<file path="src/core/pcb_pkg.sv">
// Constants and carrier types for the bridge configuration register slice
`default_nettype none
package pcb_pkg;
    localparam logic [7:0] IDX_HEADER_TYPE = 8'h0E;
    localparam logic [7:0] IDX_SELF_TEST   = 8'h0F;
    localparam logic [7:0] IDX_RSVD_LO     = 8'h10;
    localparam logic [7:0] IDX_RSVD_HI     = 8'h3F;
    localparam logic [7:0] IDX_FUNC_CTRL1  = 8'h40;

    localparam logic [7:0] RST_HEADER_TYPE = 8'h00;
    localparam logic [7:0] RST_SELF_TEST   = 8'h00;
    localparam logic [7:0] RST_FUNC_CTRL1  = 8'h79;
    localparam logic [7:0] READ_ZERO       = 8'h00;

    localparam int BIT_MULTI_FUNC   = 7;
    localparam int BIT_SINGLE_WRITE = 6;
    localparam int BIT_SINGLE_READ  = 5;
    localparam int BIT_RETRY_BUSY   = 4;

    // Configuration access from the PCI target front end
    typedef struct packed {
        logic       rd;
        logic       wr;
        logic [7:0] index;
        logic [7:0] data;
    } pcb_cfg_req_t;

    // Inbound target transaction events
    typedef struct packed {
        logic start;
        logic write;
        logic xfer;
        logic done;
        logic bufWaiting;
    } pcb_tgt_req_t;

    typedef enum logic [2:0] {
        ST_IDLE  = 3'b001,
        ST_BURST = 3'b010,
        ST_DISC  = 3'b100
    } pcb_tgt_state_t;
endpackage : pcb_pkg
`default_nettype wire

</file>
<file path="src/core/pcb_config_regs.sv">
// Configuration register slice of the bridge and its target burst control
`default_nettype none
module pcb_config_regs
    import pcb_pkg::*;
#(
    parameter bit MULTI_FUNCTION = 1'b0
) (
    input  wire logic                  clk,
    input  wire logic                  resetn,
    input  wire pcb_pkg::pcb_cfg_req_t cfgReq,
    input  wire pcb_pkg::pcb_tgt_req_t tgtReq,
    output logic [7:0]                 cfgRdData,
    output logic                       cfgRdValid,
    output logic                       tgtDisconnect,
    output logic                       tgtRetry,
    output logic [7:0]                 funcCtrl1
);
    import pcb_pkg::*;

    logic [7:0]     funcCtrl1_r;
    logic [7:0]     funcCtrl1_nxt;
    logic [7:0]     rdData_r;
    logic [7:0]     rdData_nxt;
    logic           rdValid_r;
    logic           rdValid_nxt;
    logic           disc_r;
    logic           disc_nxt;
    logic           retry_r;
    logic           retry_nxt;
    pcb_tgt_state_t state_r;
    pcb_tgt_state_t state_nxt;
    logic           singleBeat;

    // Read decode for every index of the slice; unmapped places fall to zero
    function automatic logic [7:0] readMux(input logic [7:0] idx, input logic [7:0] fc);
        logic [7:0] v;
        v = READ_ZERO;
        if (idx == IDX_HEADER_TYPE) begin
            v = RST_HEADER_TYPE;
            v[BIT_MULTI_FUNC] = MULTI_FUNCTION;
        end else if (idx == IDX_SELF_TEST) begin
            v = RST_SELF_TEST;
        end else if (idx >= IDX_RSVD_LO && idx <= IDX_RSVD_HI) begin
            v = READ_ZERO;
        end else if (idx == IDX_FUNC_CTRL1) begin
            v = fc;
        end
        return v;
    endfunction

    // Register write and read answer; only index 40h has storage, so RO and reserved writes fall away
    always_comb begin
        funcCtrl1_nxt = funcCtrl1_r;
        rdData_nxt    = rdData_r;
        rdValid_nxt   = 1'b0;
        if (cfgReq.wr && cfgReq.index == IDX_FUNC_CTRL1) begin
            funcCtrl1_nxt = cfgReq.data;
        end
        if (cfgReq.rd) begin
            rdData_nxt  = readMux(cfgReq.index, funcCtrl1_r);
            rdValid_nxt = 1'b1;
        end
    end

    // Bit 7 is stored as written; keeping it intact is software's job
    always_ff @(posedge clk) begin
        if (!resetn) begin
            funcCtrl1_r <= RST_FUNC_CTRL1;
            rdData_r    <= READ_ZERO;
            rdValid_r   <= 1'b0;
        end else begin
            funcCtrl1_r <= funcCtrl1_nxt;
            rdData_r    <= rdData_nxt;
            rdValid_r   <= rdValid_nxt;
        end
    end

    // Direction only matters in the start cycle; later changes are ignored
    assign singleBeat = tgtReq.write ? funcCtrl1_r[BIT_SINGLE_WRITE] : funcCtrl1_r[BIT_SINGLE_READ];

    // Target control: retry at start, else disconnect after first beat when single-beat
    always_comb begin
        state_nxt = state_r;
        disc_nxt  = disc_r;
        retry_nxt = 1'b0;
        case (state_r)
            ST_IDLE: begin
                disc_nxt = 1'b0;
                if (tgtReq.start) begin
                    if (funcCtrl1_r[BIT_RETRY_BUSY] && tgtReq.bufWaiting) begin
                        retry_nxt = 1'b1;
                    end else if (singleBeat) begin
                        state_nxt = ST_DISC;
                    end else begin
                        state_nxt = ST_BURST;
                    end
                end
            end
            ST_DISC: begin
                if (tgtReq.done) begin
                    state_nxt = ST_IDLE;
                    disc_nxt  = 1'b0;
                end else if (tgtReq.xfer) begin
                    disc_nxt = 1'b1;
                end
            end
            ST_BURST: begin
                if (tgtReq.done) begin
                    state_nxt = ST_IDLE;
                end
            end
            default: begin
                state_nxt = ST_IDLE;
                disc_nxt  = 1'b0;
            end
        endcase
    end

    // Target state and the two answer flops; retry is a one-cycle pulse
    always_ff @(posedge clk) begin
        if (!resetn) begin
            state_r <= ST_IDLE;
            disc_r  <= 1'b0;
            retry_r <= 1'b0;
        end else begin
            state_r <= state_nxt;
            disc_r  <= disc_nxt;
            retry_r <= retry_nxt;
        end
    end

    // Outputs straight from flip-flops
    assign cfgRdData     = rdData_r;
    assign cfgRdValid    = rdValid_r;
    assign tgtDisconnect = disc_r;
    assign tgtRetry      = retry_r;
    assign funcCtrl1     = funcCtrl1_r;

    // Register read and write checks; each read answers exactly one cycle later
    a_header_type_read: assert property (@(posedge clk) disable iff (!resetn)
        cfgReq.rd && cfgReq.index == IDX_HEADER_TYPE |=> cfgRdValid
        && cfgRdData[BIT_MULTI_FUNC-1:0] == RST_HEADER_TYPE[BIT_MULTI_FUNC-1:0])
        else $error("header type layout not zero");
    a_header_multi_bit: assert property (@(posedge clk) disable iff (!resetn)
        cfgReq.rd && cfgReq.index == IDX_HEADER_TYPE |=> cfgRdData[BIT_MULTI_FUNC] == MULTI_FUNCTION)
        else $error("multifunction bit wrong");
    a_self_test_zero: assert property (@(posedge clk) disable iff (!resetn)
        cfgReq.rd && cfgReq.index == IDX_SELF_TEST |=> cfgRdData == READ_ZERO)
        else $error("self-test register not zero");
    a_func_ctrl_reset: assert property (@(posedge clk)
        !resetn |=> funcCtrl1 == RST_FUNC_CTRL1)
        else $error("function control reset value wrong");
    a_func_ctrl_write: assert property (@(posedge clk) disable iff (!resetn)
        cfgReq.wr && cfgReq.index == IDX_FUNC_CTRL1 && !cfgReq.rd ##1 cfgReq.rd && cfgReq.index == IDX_FUNC_CTRL1
        |=> cfgRdData == $past(cfgReq.data, 2))
        else $error("function control write not read back");
    a_ro_write_ignored: assert property (@(posedge clk) disable iff (!resetn)
        cfgReq.wr && (cfgReq.index == IDX_HEADER_TYPE || cfgReq.index == IDX_SELF_TEST) |=> $stable(funcCtrl1))
        else $error("read-only write reached control one");
    a_rsvd_write_ignored: assert property (@(posedge clk) disable iff (!resetn)
        cfgReq.wr && cfgReq.index >= IDX_RSVD_LO && cfgReq.index <= IDX_RSVD_HI |=> $stable(funcCtrl1))
        else $error("reserved write reached control one");
    a_rd_valid_after: assert property (@(posedge clk) disable iff (!resetn)
        cfgReq.rd |=> cfgRdValid)
        else $error("read not answered");
    a_rd_valid_pulse: assert property (@(posedge clk) disable iff (!resetn)
        !cfgReq.rd |=> !cfgRdValid)
        else $error("read valid without read");
    a_rd_data_holds: assert property (@(posedge clk) disable iff (!resetn)
        !cfgReq.rd |=> $stable(cfgRdData))
        else $error("read data moved without read");

    // Target control checks and the reserved read check
    // Start is only taken in idle, so the start and burst checks pin the state as well
    a_single_write_disc: assert property (@(posedge clk) disable iff (!resetn)
        state_r == ST_IDLE && tgtReq.start && tgtReq.write && funcCtrl1[BIT_SINGLE_WRITE] && !tgtRetry
        && !(funcCtrl1[BIT_RETRY_BUSY] && tgtReq.bufWaiting) ##1 tgtReq.xfer && !tgtReq.done |=> tgtDisconnect)
        else $error("single write did not disconnect");
    a_burst_no_disc: assert property (@(posedge clk) disable iff (!resetn)
        state_r == ST_BURST |-> !tgtDisconnect)
        else $error("burst disconnected");
    a_retry_when_busy: assert property (@(posedge clk) disable iff (!resetn)
        tgtRetry |-> $past(funcCtrl1[BIT_RETRY_BUSY]) && $past(tgtReq.bufWaiting) && $past(tgtReq.start))
        else $error("retry without cause");
    a_reserved_zero: assert property (@(posedge clk) disable iff (!resetn)
        cfgReq.rd && cfgReq.index >= IDX_RSVD_LO && cfgReq.index <= IDX_RSVD_HI |=> cfgRdData == READ_ZERO)
        else $error("reserved index not zero");

    // Burst, retry and disconnect checks driven from the control bits, with the start checks pinned to idle
    a_single_read_disc: assert property (@(posedge clk) disable iff (!resetn)
        state_r == ST_IDLE && tgtReq.start && !tgtReq.write && funcCtrl1[BIT_SINGLE_READ]
        && !(funcCtrl1[BIT_RETRY_BUSY] && tgtReq.bufWaiting) ##1 tgtReq.xfer && !tgtReq.done |=> tgtDisconnect)
        else $error("single read did not disconnect");
    a_burst_write_open: assert property (@(posedge clk) disable iff (!resetn)
        state_r == ST_IDLE && tgtReq.start && tgtReq.write && !funcCtrl1[BIT_SINGLE_WRITE]
        && !(funcCtrl1[BIT_RETRY_BUSY] && tgtReq.bufWaiting) ##1 tgtReq.xfer |=> !tgtDisconnect)
        else $error("burst write disconnected");
    a_burst_read_open: assert property (@(posedge clk) disable iff (!resetn)
        state_r == ST_IDLE && tgtReq.start && !tgtReq.write && !funcCtrl1[BIT_SINGLE_READ]
        && !(funcCtrl1[BIT_RETRY_BUSY] && tgtReq.bufWaiting) ##1 tgtReq.xfer |=> !tgtDisconnect)
        else $error("burst read disconnected");
    a_retry_on_busy: assert property (@(posedge clk) disable iff (!resetn)
        state_r == ST_IDLE && tgtReq.start && funcCtrl1[BIT_RETRY_BUSY] && tgtReq.bufWaiting |=> tgtRetry)
        else $error("busy start not retried");
    a_retry_off: assert property (@(posedge clk) disable iff (!resetn)
        !funcCtrl1[BIT_RETRY_BUSY] |=> !tgtRetry)
        else $error("retry while retry disabled");
    a_disc_after_done: assert property (@(posedge clk) disable iff (!resetn)
        tgtReq.done |=> !tgtDisconnect)
        else $error("disconnect outlived transaction");
endmodule // pcb_config_regs
`default_nettype wire

</file>
<file path="config.mk">
export PLATFORM = sky130hd
export DESIGN_NAME = pcb_config_regs
export DESIGN_NICKNAME = d
export VERILOG_FILES = /design/src/core/pcb_pkg.sv /design/src/core/pcb_config_regs.sv
export SDC_FILE = /design/constraint.sdc
export NUM_CORES = 1
export LEC_CHECK = 0
export BUFFER_PORTS_ARGS = -buffer_cell sky130_fd_sc_hd__buf_2
export CAP_MARGIN = 20
export CORE_MARGIN = 5
export CORE_UTILIZATION = 41
export CTS_CLUSTER_SIZE = 28
export DETAILED_ROUTE_END_ITERATION = 7
export PLACE_DENSITY = 0.79
export SETUP_SLACK_MARGIN = 0.3
export SYNTH_ARGS = -nofsm -noshare
export SYNTH_HDL_FRONTEND = slang
export SYNTH_SLANG_ARGS = --single-unit
</file>
<file path="constraint.sdc">
create_clock -name clk -period 1.3 [get_ports clk]
set_input_delay 0.065 -clock clk [delete_from_list [all_inputs] [get_ports clk]]
set_output_delay 0.065 -clock clk [all_outputs]
set_load 0.02 [all_outputs]
</file>
==> flow_metrics.env, run 1 <==
export IMPL_status="complete, no violations"
export IMPL_crit_fanout=4
export IMPL_crit_type="reg -> reg"
export IMPL_ios=44
export IMPL_dr_pass1_iters=4
export IMPL_numPortBuffers=43
export IMPL_antenna_found_initial=0
export IMPL_fp_dieW_microns=59.7
export IMPL_grt_pass1_wl_microns=4220
export IMPL_fp_dieH_microns=59.7
export IMPL_detail_route_antenna_nets=0
export IMPL_clock_root_buffer="clkbuf_4"
export IMPL_wl_met1_microns=1010
export IMPL_p_sw_share_pct=23.3
export IMPL_rsz0062_at_grt="yes"
export IMPL_seq_area_frac_synth_pct=43.5
export IMPL_via_per_inst=4.97
export IMPL_max_slew_margin_rel_pct=73.1
export IMPL_layout_common_cells="buf_2 (41), nand2_1 (16), dfxtp_1 (13)"
export IMPL_cts_max_level=1
export IMPL_drv_cap=0
export IMPL_final_cell_area_sq_um=1510
export IMPL_switchingPower_uw=280
export IMPL_clockBufferDepth=2
export IMPL_cp_cell_sequence="or4b_1 -> a21oi_1"
export IMPL_final_common_cell="buf_2"
export IMPL_drive_gt1_share_pct=48.1
export IMPL_routed_wl_microns=2480
export IMPL_slowest_delay_ns=0.52
export IMPL_fin_skew_ns=0.000820
export IMPL_post_place_cells=181
export IMPL_ys_warn_count=0
export IMPL_fin_ws_ns=0.218
export IMPL_cp_top_family="simple AND/OR/NAND/NOR gates"
export IMPL_finalHoldViolCount=0
export IMPL_route_detailed_drc=0
export IMPL_critPathSlowestCell="or4b_1"
export IMPL_wl_per_cell_microns=13.2
export IMPL_place_gp_congestion=0.790
export IMPL_cts_tree="built"
export IMPL_clkSinkCount=22
export IMPL_vias=934
export IMPL_nets=184
export IMPL_arrival_ns=1.33
export IMPL_cp_buffers_inverters=0
export IMPL_leakage_nw=0.602
export IMPL_ys_seq_elements=22
export IMPL_die_area_sq_um=3560
export IMPL_track_usage_pct=15.6
export IMPL_routed_wl_met2_microns=1260
export IMPL_grt_max_degree=31
export IMPL_synth_mux_area_share_pct=10.0
export IMPL_synthXorXnorAreaFrac_pct=0.865
export IMPL_grt_overflow=0
export IMPL_synthesis_area_sq_um=1010
export IMPL_highest_layer="met4"
export IMPL_crit_path_start_kind="flop"
export IMPL_pre_cts_ws_ns=-0.145
export IMPL_cts_buffers=3
export IMPL_pwr_share_clk_pct=31.5
export IMPL_setup_tns_ns=0
export IMPL_synth_compound_area_share_pct=9.52
export IMPL_clk_latency_ns=0.31
export IMPL_tightest_slew_ns=0.404
export IMPL_final_cells=188
export IMPL_syn2layout_area_growth_pct=49.1
export IMPL_regArea_sq_um=459
export IMPL_seqPwrFrac_pct=56.8
export IMPL_grt_pass1_vias=927
export IMPL_initialDrtViolationCount=10
export IMPL_detailed_place_hpwl_microns=1760
export IMPL_synth_simple_gate_area_share_pct=29.3
export IMPL_max_freq_mhz=925
export IMPL_whs_ns=0.00339
export IMPL_start_util_pct=42.0
export IMPL_core_sq_um=2410
export IMPL_synth_top_family_by_area="simple AND/OR/NAND/NOR gates"
export IMPL_internal_power_uw=920
export IMPL_diodes=0
export IMPL_hold_path_class="in -> reg"
export IMPL_yosysUniqueCellTypes=25
export IMPL_final_fill_count=189
export IMPL_clk_pin_slew_ns=0.12
export IMPL_avgSynthCellArea_sq_um=9.20
export IMPL_synthAdderAreaFrac_pct=0
export IMPL_combPwrFrac_pct=11.7
export IMPL_place_area_sq_um=1300
export IMPL_powerDensity_nw_per_um2=795
export IMPL_finalSetupViolCount=0
export IMPL_maxSlewViolCount=0
export IMPL_netlist_instances=110
export IMPL_synth_nets=135
export IMPL_multi_input_area_sq_um=622
export IMPL_fin_crit_sh_pct=83.2
export IMPL_post_route_min_period_ns=1.08
export IMPL_worstPathRequired_ns=1.55
export IMPL_met3WireLength_microns=157
export IMPL_placementRows=18
export IMPL_peakVddDrop_mv=0.560
export IMPL_worstSetupEndpointType="flop"
## flip-flops by register name, indices dropped and copies added (netlist names)
| register | cells |
|---|---|
| funcCtrl1 | 8 |
| cfgRdData | 8 |
| tgtRetry | 1 |
| cfgRdValid | 1 |
| tgtDisconnect | 1 |
| state_r | 3 |
## worst paths after layout
check | depth (start not counted) | start | slack, ns | end
max | 2 | state_r[1] | 0.22 | tgtDisconnect
min | 3 | cfgReq[0] | 0.003 | funcCtrl1[0]
max reg2reg | 2 | state_r[1] | 0.22 | tgtDisconnect
min reg2reg | 2 | funcCtrl1[7] | 0.48 | funcCtrl1[7]
## power groups by stage
stage	Combinational, mW	Clock, mW	Sequential, mW
floorplan	0.0610	0	0.703
global placement	0.112	0	0.699
detailed placement	0.115	0	0.699
CTS	0.133	0.387	0.681
global route	0.154	0.408	0.683
finish	0.141	0.378	0.681
## area by class of cell
| class | count | share of cell area (%) |
|---|---|---|
| Sequential cell | 22 | 30.4 |
| Clock buffer | 4 | 2.40 |
| Inverter | 9 | 2.24 |
| Timing Repair Buffer | 51 | 21.2 |
| Multi-Input combinational cell | 72 | 41.2 |
| Tap cell | 30 | 2.49 |
## worst register-to-register path, delay by kind of cell (launching register included)
kind | cells | cell delay (ns)
AO/OA/AOI/OAI | 1 | 0.12
AND/OR/NAND/NOR | 1 | 0.52
flip-flops | 1 | 0.38
## routing by layer
metal  up-vias  track usage [%]
li1        471                -
met4         0             6.65
met1       430             18.4
met2        26             27.2
met5         -                0
met3         7             3.24
## per-stage QoR
stage / utilization, % / power (mW)
global placement: 53.9 / 0.810
finish: 62.6 / 1.20
CTS: 60.4 / 1.20
global route: 62.6 / 1.24
detailed placement: 53.9 / 0.814
floorplan: - / 0.764
## what timing repair did
action | CTS | global route
endpoints found under the hold margin | 2 | 0
pin swaps | 9 | 7
gates resized for setup | 18 | 10
setup endpoints to repair | 22 | 24
setup buffers | 1 | 0
hold buffers | 2 | 0
## kinds of logic after synthesis
logic type / after synthesis
and+or+nand+nor: 49
DFF: 22
buffers and inverters: 16
AOI/OAI and AO/OA: 12
muxes: 10
xor gates and xnor gates: 1
## synth_stat cells
| cell | instances | share of area, % |
|---|---|---|
| and4_1 | 1 | 0.87 |
| nor2_1 | 2 | 0.74 |
| o32ai_1 | 8 | 6.9 |
| inv_1 | 8 | 3.0 |
| nor3_4 | 1 | 1.6 |
| nand2b_1 | 1 | 0.62 |
| a22o_1 | 1 | 0.87 |
| mux2i_1 | 9 | 8.9 |
| buf_6 | 1 | 1.1 |
| buf_2 | 1 | 0.49 |
| xor2_1 | 1 | 0.87 |
| clkbuf_1 | 5 | 1.9 |
| nand2_1 | 16 | 5.9 |
| a21oi_1 | 1 | 0.49 |
| or4b_1 | 2 | 2.0 |
| a31oi_1 | 2 | 1.2 |
| nand3b_1 | 1 | 0.74 |
| and2_1 | 9 | 5.6 |
| mux2_1 | 1 | 1.1 |
| inv_2 | 1 | 0.37 |
| nor4bb_1 | 1 | 0.99 |
| dfxtp_1 | 22 | 44 |
| nor2b_1 | 12 | 7.4 |
| or4_4 | 1 | 1.1 |
| nor4b_1 | 2 | 1.7 |
Power figures use the tool's default switching activity.
==> run 2: changes to the inputs <==
==> constraint.sdc (replaced) <==
create_clock -name clk -period 0.94 [get_ports clk]
set_input_delay 0.047 -clock clk [delete_from_list [all_inputs] [get_ports clk]]
set_output_delay 0.047 -clock clk [all_outputs]
set_load 0.02 [all_outputs]
==> flow_metrics.env, run 2 (synthesis results as in run 1) <==
export IMPL_cp_cell_sequence="nor4bb_4 -> a22o_1 -> nand2_1"
export IMPL_diodes=0
export IMPL_grt_pass1_vias=912
export IMPL_cts_buffers=3
export IMPL_hold_buffers=1
export IMPL_pre_cts_ws_ns=-0.477
export IMPL_holdPathEnd="funcCtrl1[2]"
export IMPL_nets=189
export IMPL_route_detailed_drc=0
export IMPL_crit_type="reg -> reg"
export IMPL_final_cell_area_sq_um=1680
export IMPL_fp_dieH_microns=59.7
export IMPL_grt_pass1_wl_microns=4150
export IMPL_peakVddDrop_mv=0.926
export IMPL_critPathSlowestCell="dfxtp_2"
export IMPL_placementRows=18
export IMPL_crit_path_start_kind="flop"
export IMPL_vias=962
export IMPL_initialDrtViolationCount=28
export IMPL_detail_route_antenna_nets=0
export IMPL_worst_r2r_setup_slack_ns=-0.13
export IMPL_place_gp_congestion=0.820
export IMPL_antenna_found_initial=0
export IMPL_holdPathStages=3
export IMPL_cp_top_family="simple AND/OR/NAND/NOR gates"
export IMPL_setup_tns_ns=-1.99
export IMPL_finalHoldViolCount=2
export IMPL_syn2layout_area_growth_pct=66.3
export IMPL_start_util_pct=42.0
export IMPL_arrival_ns=1.25
export IMPL_numPortBuffers=43
export IMPL_grt_max_degree=29
export IMPL_rr_startpoint="state_r[1]"
export IMPL_core_sq_um=2410
export IMPL_hp_start="cfgReq[2]"
export IMPL_drv_cap=0
export IMPL_powerDensity_nw_per_um2=945
export IMPL_maxSlewViolCount=0
export IMPL_routed_wl_microns=2820
export IMPL_layout_common_cells="buf_6 (25), buf_2 (21), dfxtp_2 (19)"
export IMPL_detailed_place_hpwl_microns=1920
export IMPL_total_power_mw=1.59
export IMPL_fin_skew_ns=0.00474
export IMPL_grt_overflow=0
export IMPL_clock_root_buffer="clkbuf_4"
export IMPL_via_per_inst=4.98
export IMPL_fin_ws_ns=-0.128
export IMPL_cts_tree="built"
export IMPL_slowest_delay_ns=0.36
export IMPL_rsz0062_at_grt="yes"
export IMPL_clkSinkCount=22
export IMPL_leakage_nw=0.664
export IMPL_regArea_sq_um=475
export IMPL_clockBufferDepth=2
export IMPL_r2r_end="state_r[0]"
export IMPL_crit_fanout=4
export IMPL_violations="negative hold slack, negative setup slack"
export IMPL_cts_max_level=1
export IMPL_max_freq_mhz=937
export IMPL_worstPathRequired_ns=1.12
export IMPL_tightest_slew_ns=0.401
export IMPL_worstSetupEndpointType="flop"
export IMPL_wl_per_cell_microns=14.6
export IMPL_finalSetupViolCount=22
export IMPL_clk_pin_slew_ns=0.12
export IMPL_place_area_sq_um=1340
export IMPL_final_fill_count=167
export IMPL_clk_latency_ns=0.30
export IMPL_fp_dieW_microns=59.7
export IMPL_reg2reg_depth=3
export IMPL_dr_pass1_iters=4
export IMPL_cp_buffers_inverters=0
export IMPL_multi_input_area_sq_um=613
export IMPL_die_area_sq_um=3560
export IMPL_max_slew_margin_rel_pct=73.3
export IMPL_final_common_cell="buf_6"
export IMPL_post_route_min_period_ns=1.07
export IMPL_whs_ns=-0.00833
export IMPL_hold_path_class="in -> reg"
export IMPL_drive_gt1_share_pct=58.3
export IMPL_track_usage_pct=15.0
export IMPL_fin_crit_sh_pct=114
export IMPL_ios=44
export IMPL_status="finished with violations"
-- run 2: cell types whose count changed in the layout (fill, tap and decap cells not counted), moves of 5 or more --
cell     delta
buf_2      -20
buf_6      +19
dfxtp_1    -13
dfxtp_2    +13
buf_4       +5
-- run 2: layout make-up --
cell class / count / area share (%)
clock buffers: 4 / 1.56
inverters: 9 / 2.01
repair buffers: 56 / 29.5
well taps: 30 / 2.23
flip-flops and latches: 22 / 28.3
multi-input cells: 72 / 36.4
-- run 2: worst max-delay path by stage --
stage	start	end	slack, ns	cells past startpoint
detailed placement	cfgReq[12]	cfgRdData[7]	-0.48	5
global placement	cfgReq[12]	cfgRdData[3]	-0.46	5
finish	state_r[1]	state_r[0]	-0.13	3
CTS	state_r[1]	state_r[0]	-0.13	3
floorplan	cfgReq[8]	funcCtrl1[0]	-0.43	4
global route	state_r[1]	state_r[0]	-0.20	3
-- run 2: metal layers --
layer | vias up | wire (microns) | GRT usage, %
li1 | 483 | - | -
met1 | 455 | 1240 | 18.6
met2 | 22 | 1440 | 27.0
met3 | 2 | 116 | 2.16
met4 | 0 | 23 | 3.80
met5 | - | 0 | 0
-- run 2: where the power goes --
| part | switching, mW | total, mW | internal, mW | leakage (nW) |
|---|---|---|---|---|
| combinational | 0.0968 | 0.207 | 0.110 | 0.465 |
| sequential | 0.00821 | 0.941 | 0.933 | 0.184 |
| clock | 0.277 | 0.442 | 0.165 | 0.0150 |
-- run 2: worst reg2reg max path: stages (launching register included) --
cell and delay, ns:
dfxtp_2 0.36, nor4bb_4 0.35, a22o_1 0.20, nand2_1 0.05
-- run 2: stage by stage --
stage / utilization, % / std cells
4_1_cts: 67.0 / 191
3_5_place_dp: 55.8 / 185
6_report: 69.8 / 193
2_1_floorplan: - / 110
5_1_grt: 69.8 / 193
3_3_place_gp: 55.8 / 185
-- run 2: repair_timing --
| action | 4_1_cts | 5_1_grt |
|---|---|---|
| resized for setup | 71 | 9 |
| pin swaps | 12 | 11 |
| cloned | 0 | 0 |
| hold endpoints to repair | 1 | 1 |
| buffers inserted | 1 | 2 |
| setup endpoints to repair | 40 | 40 |
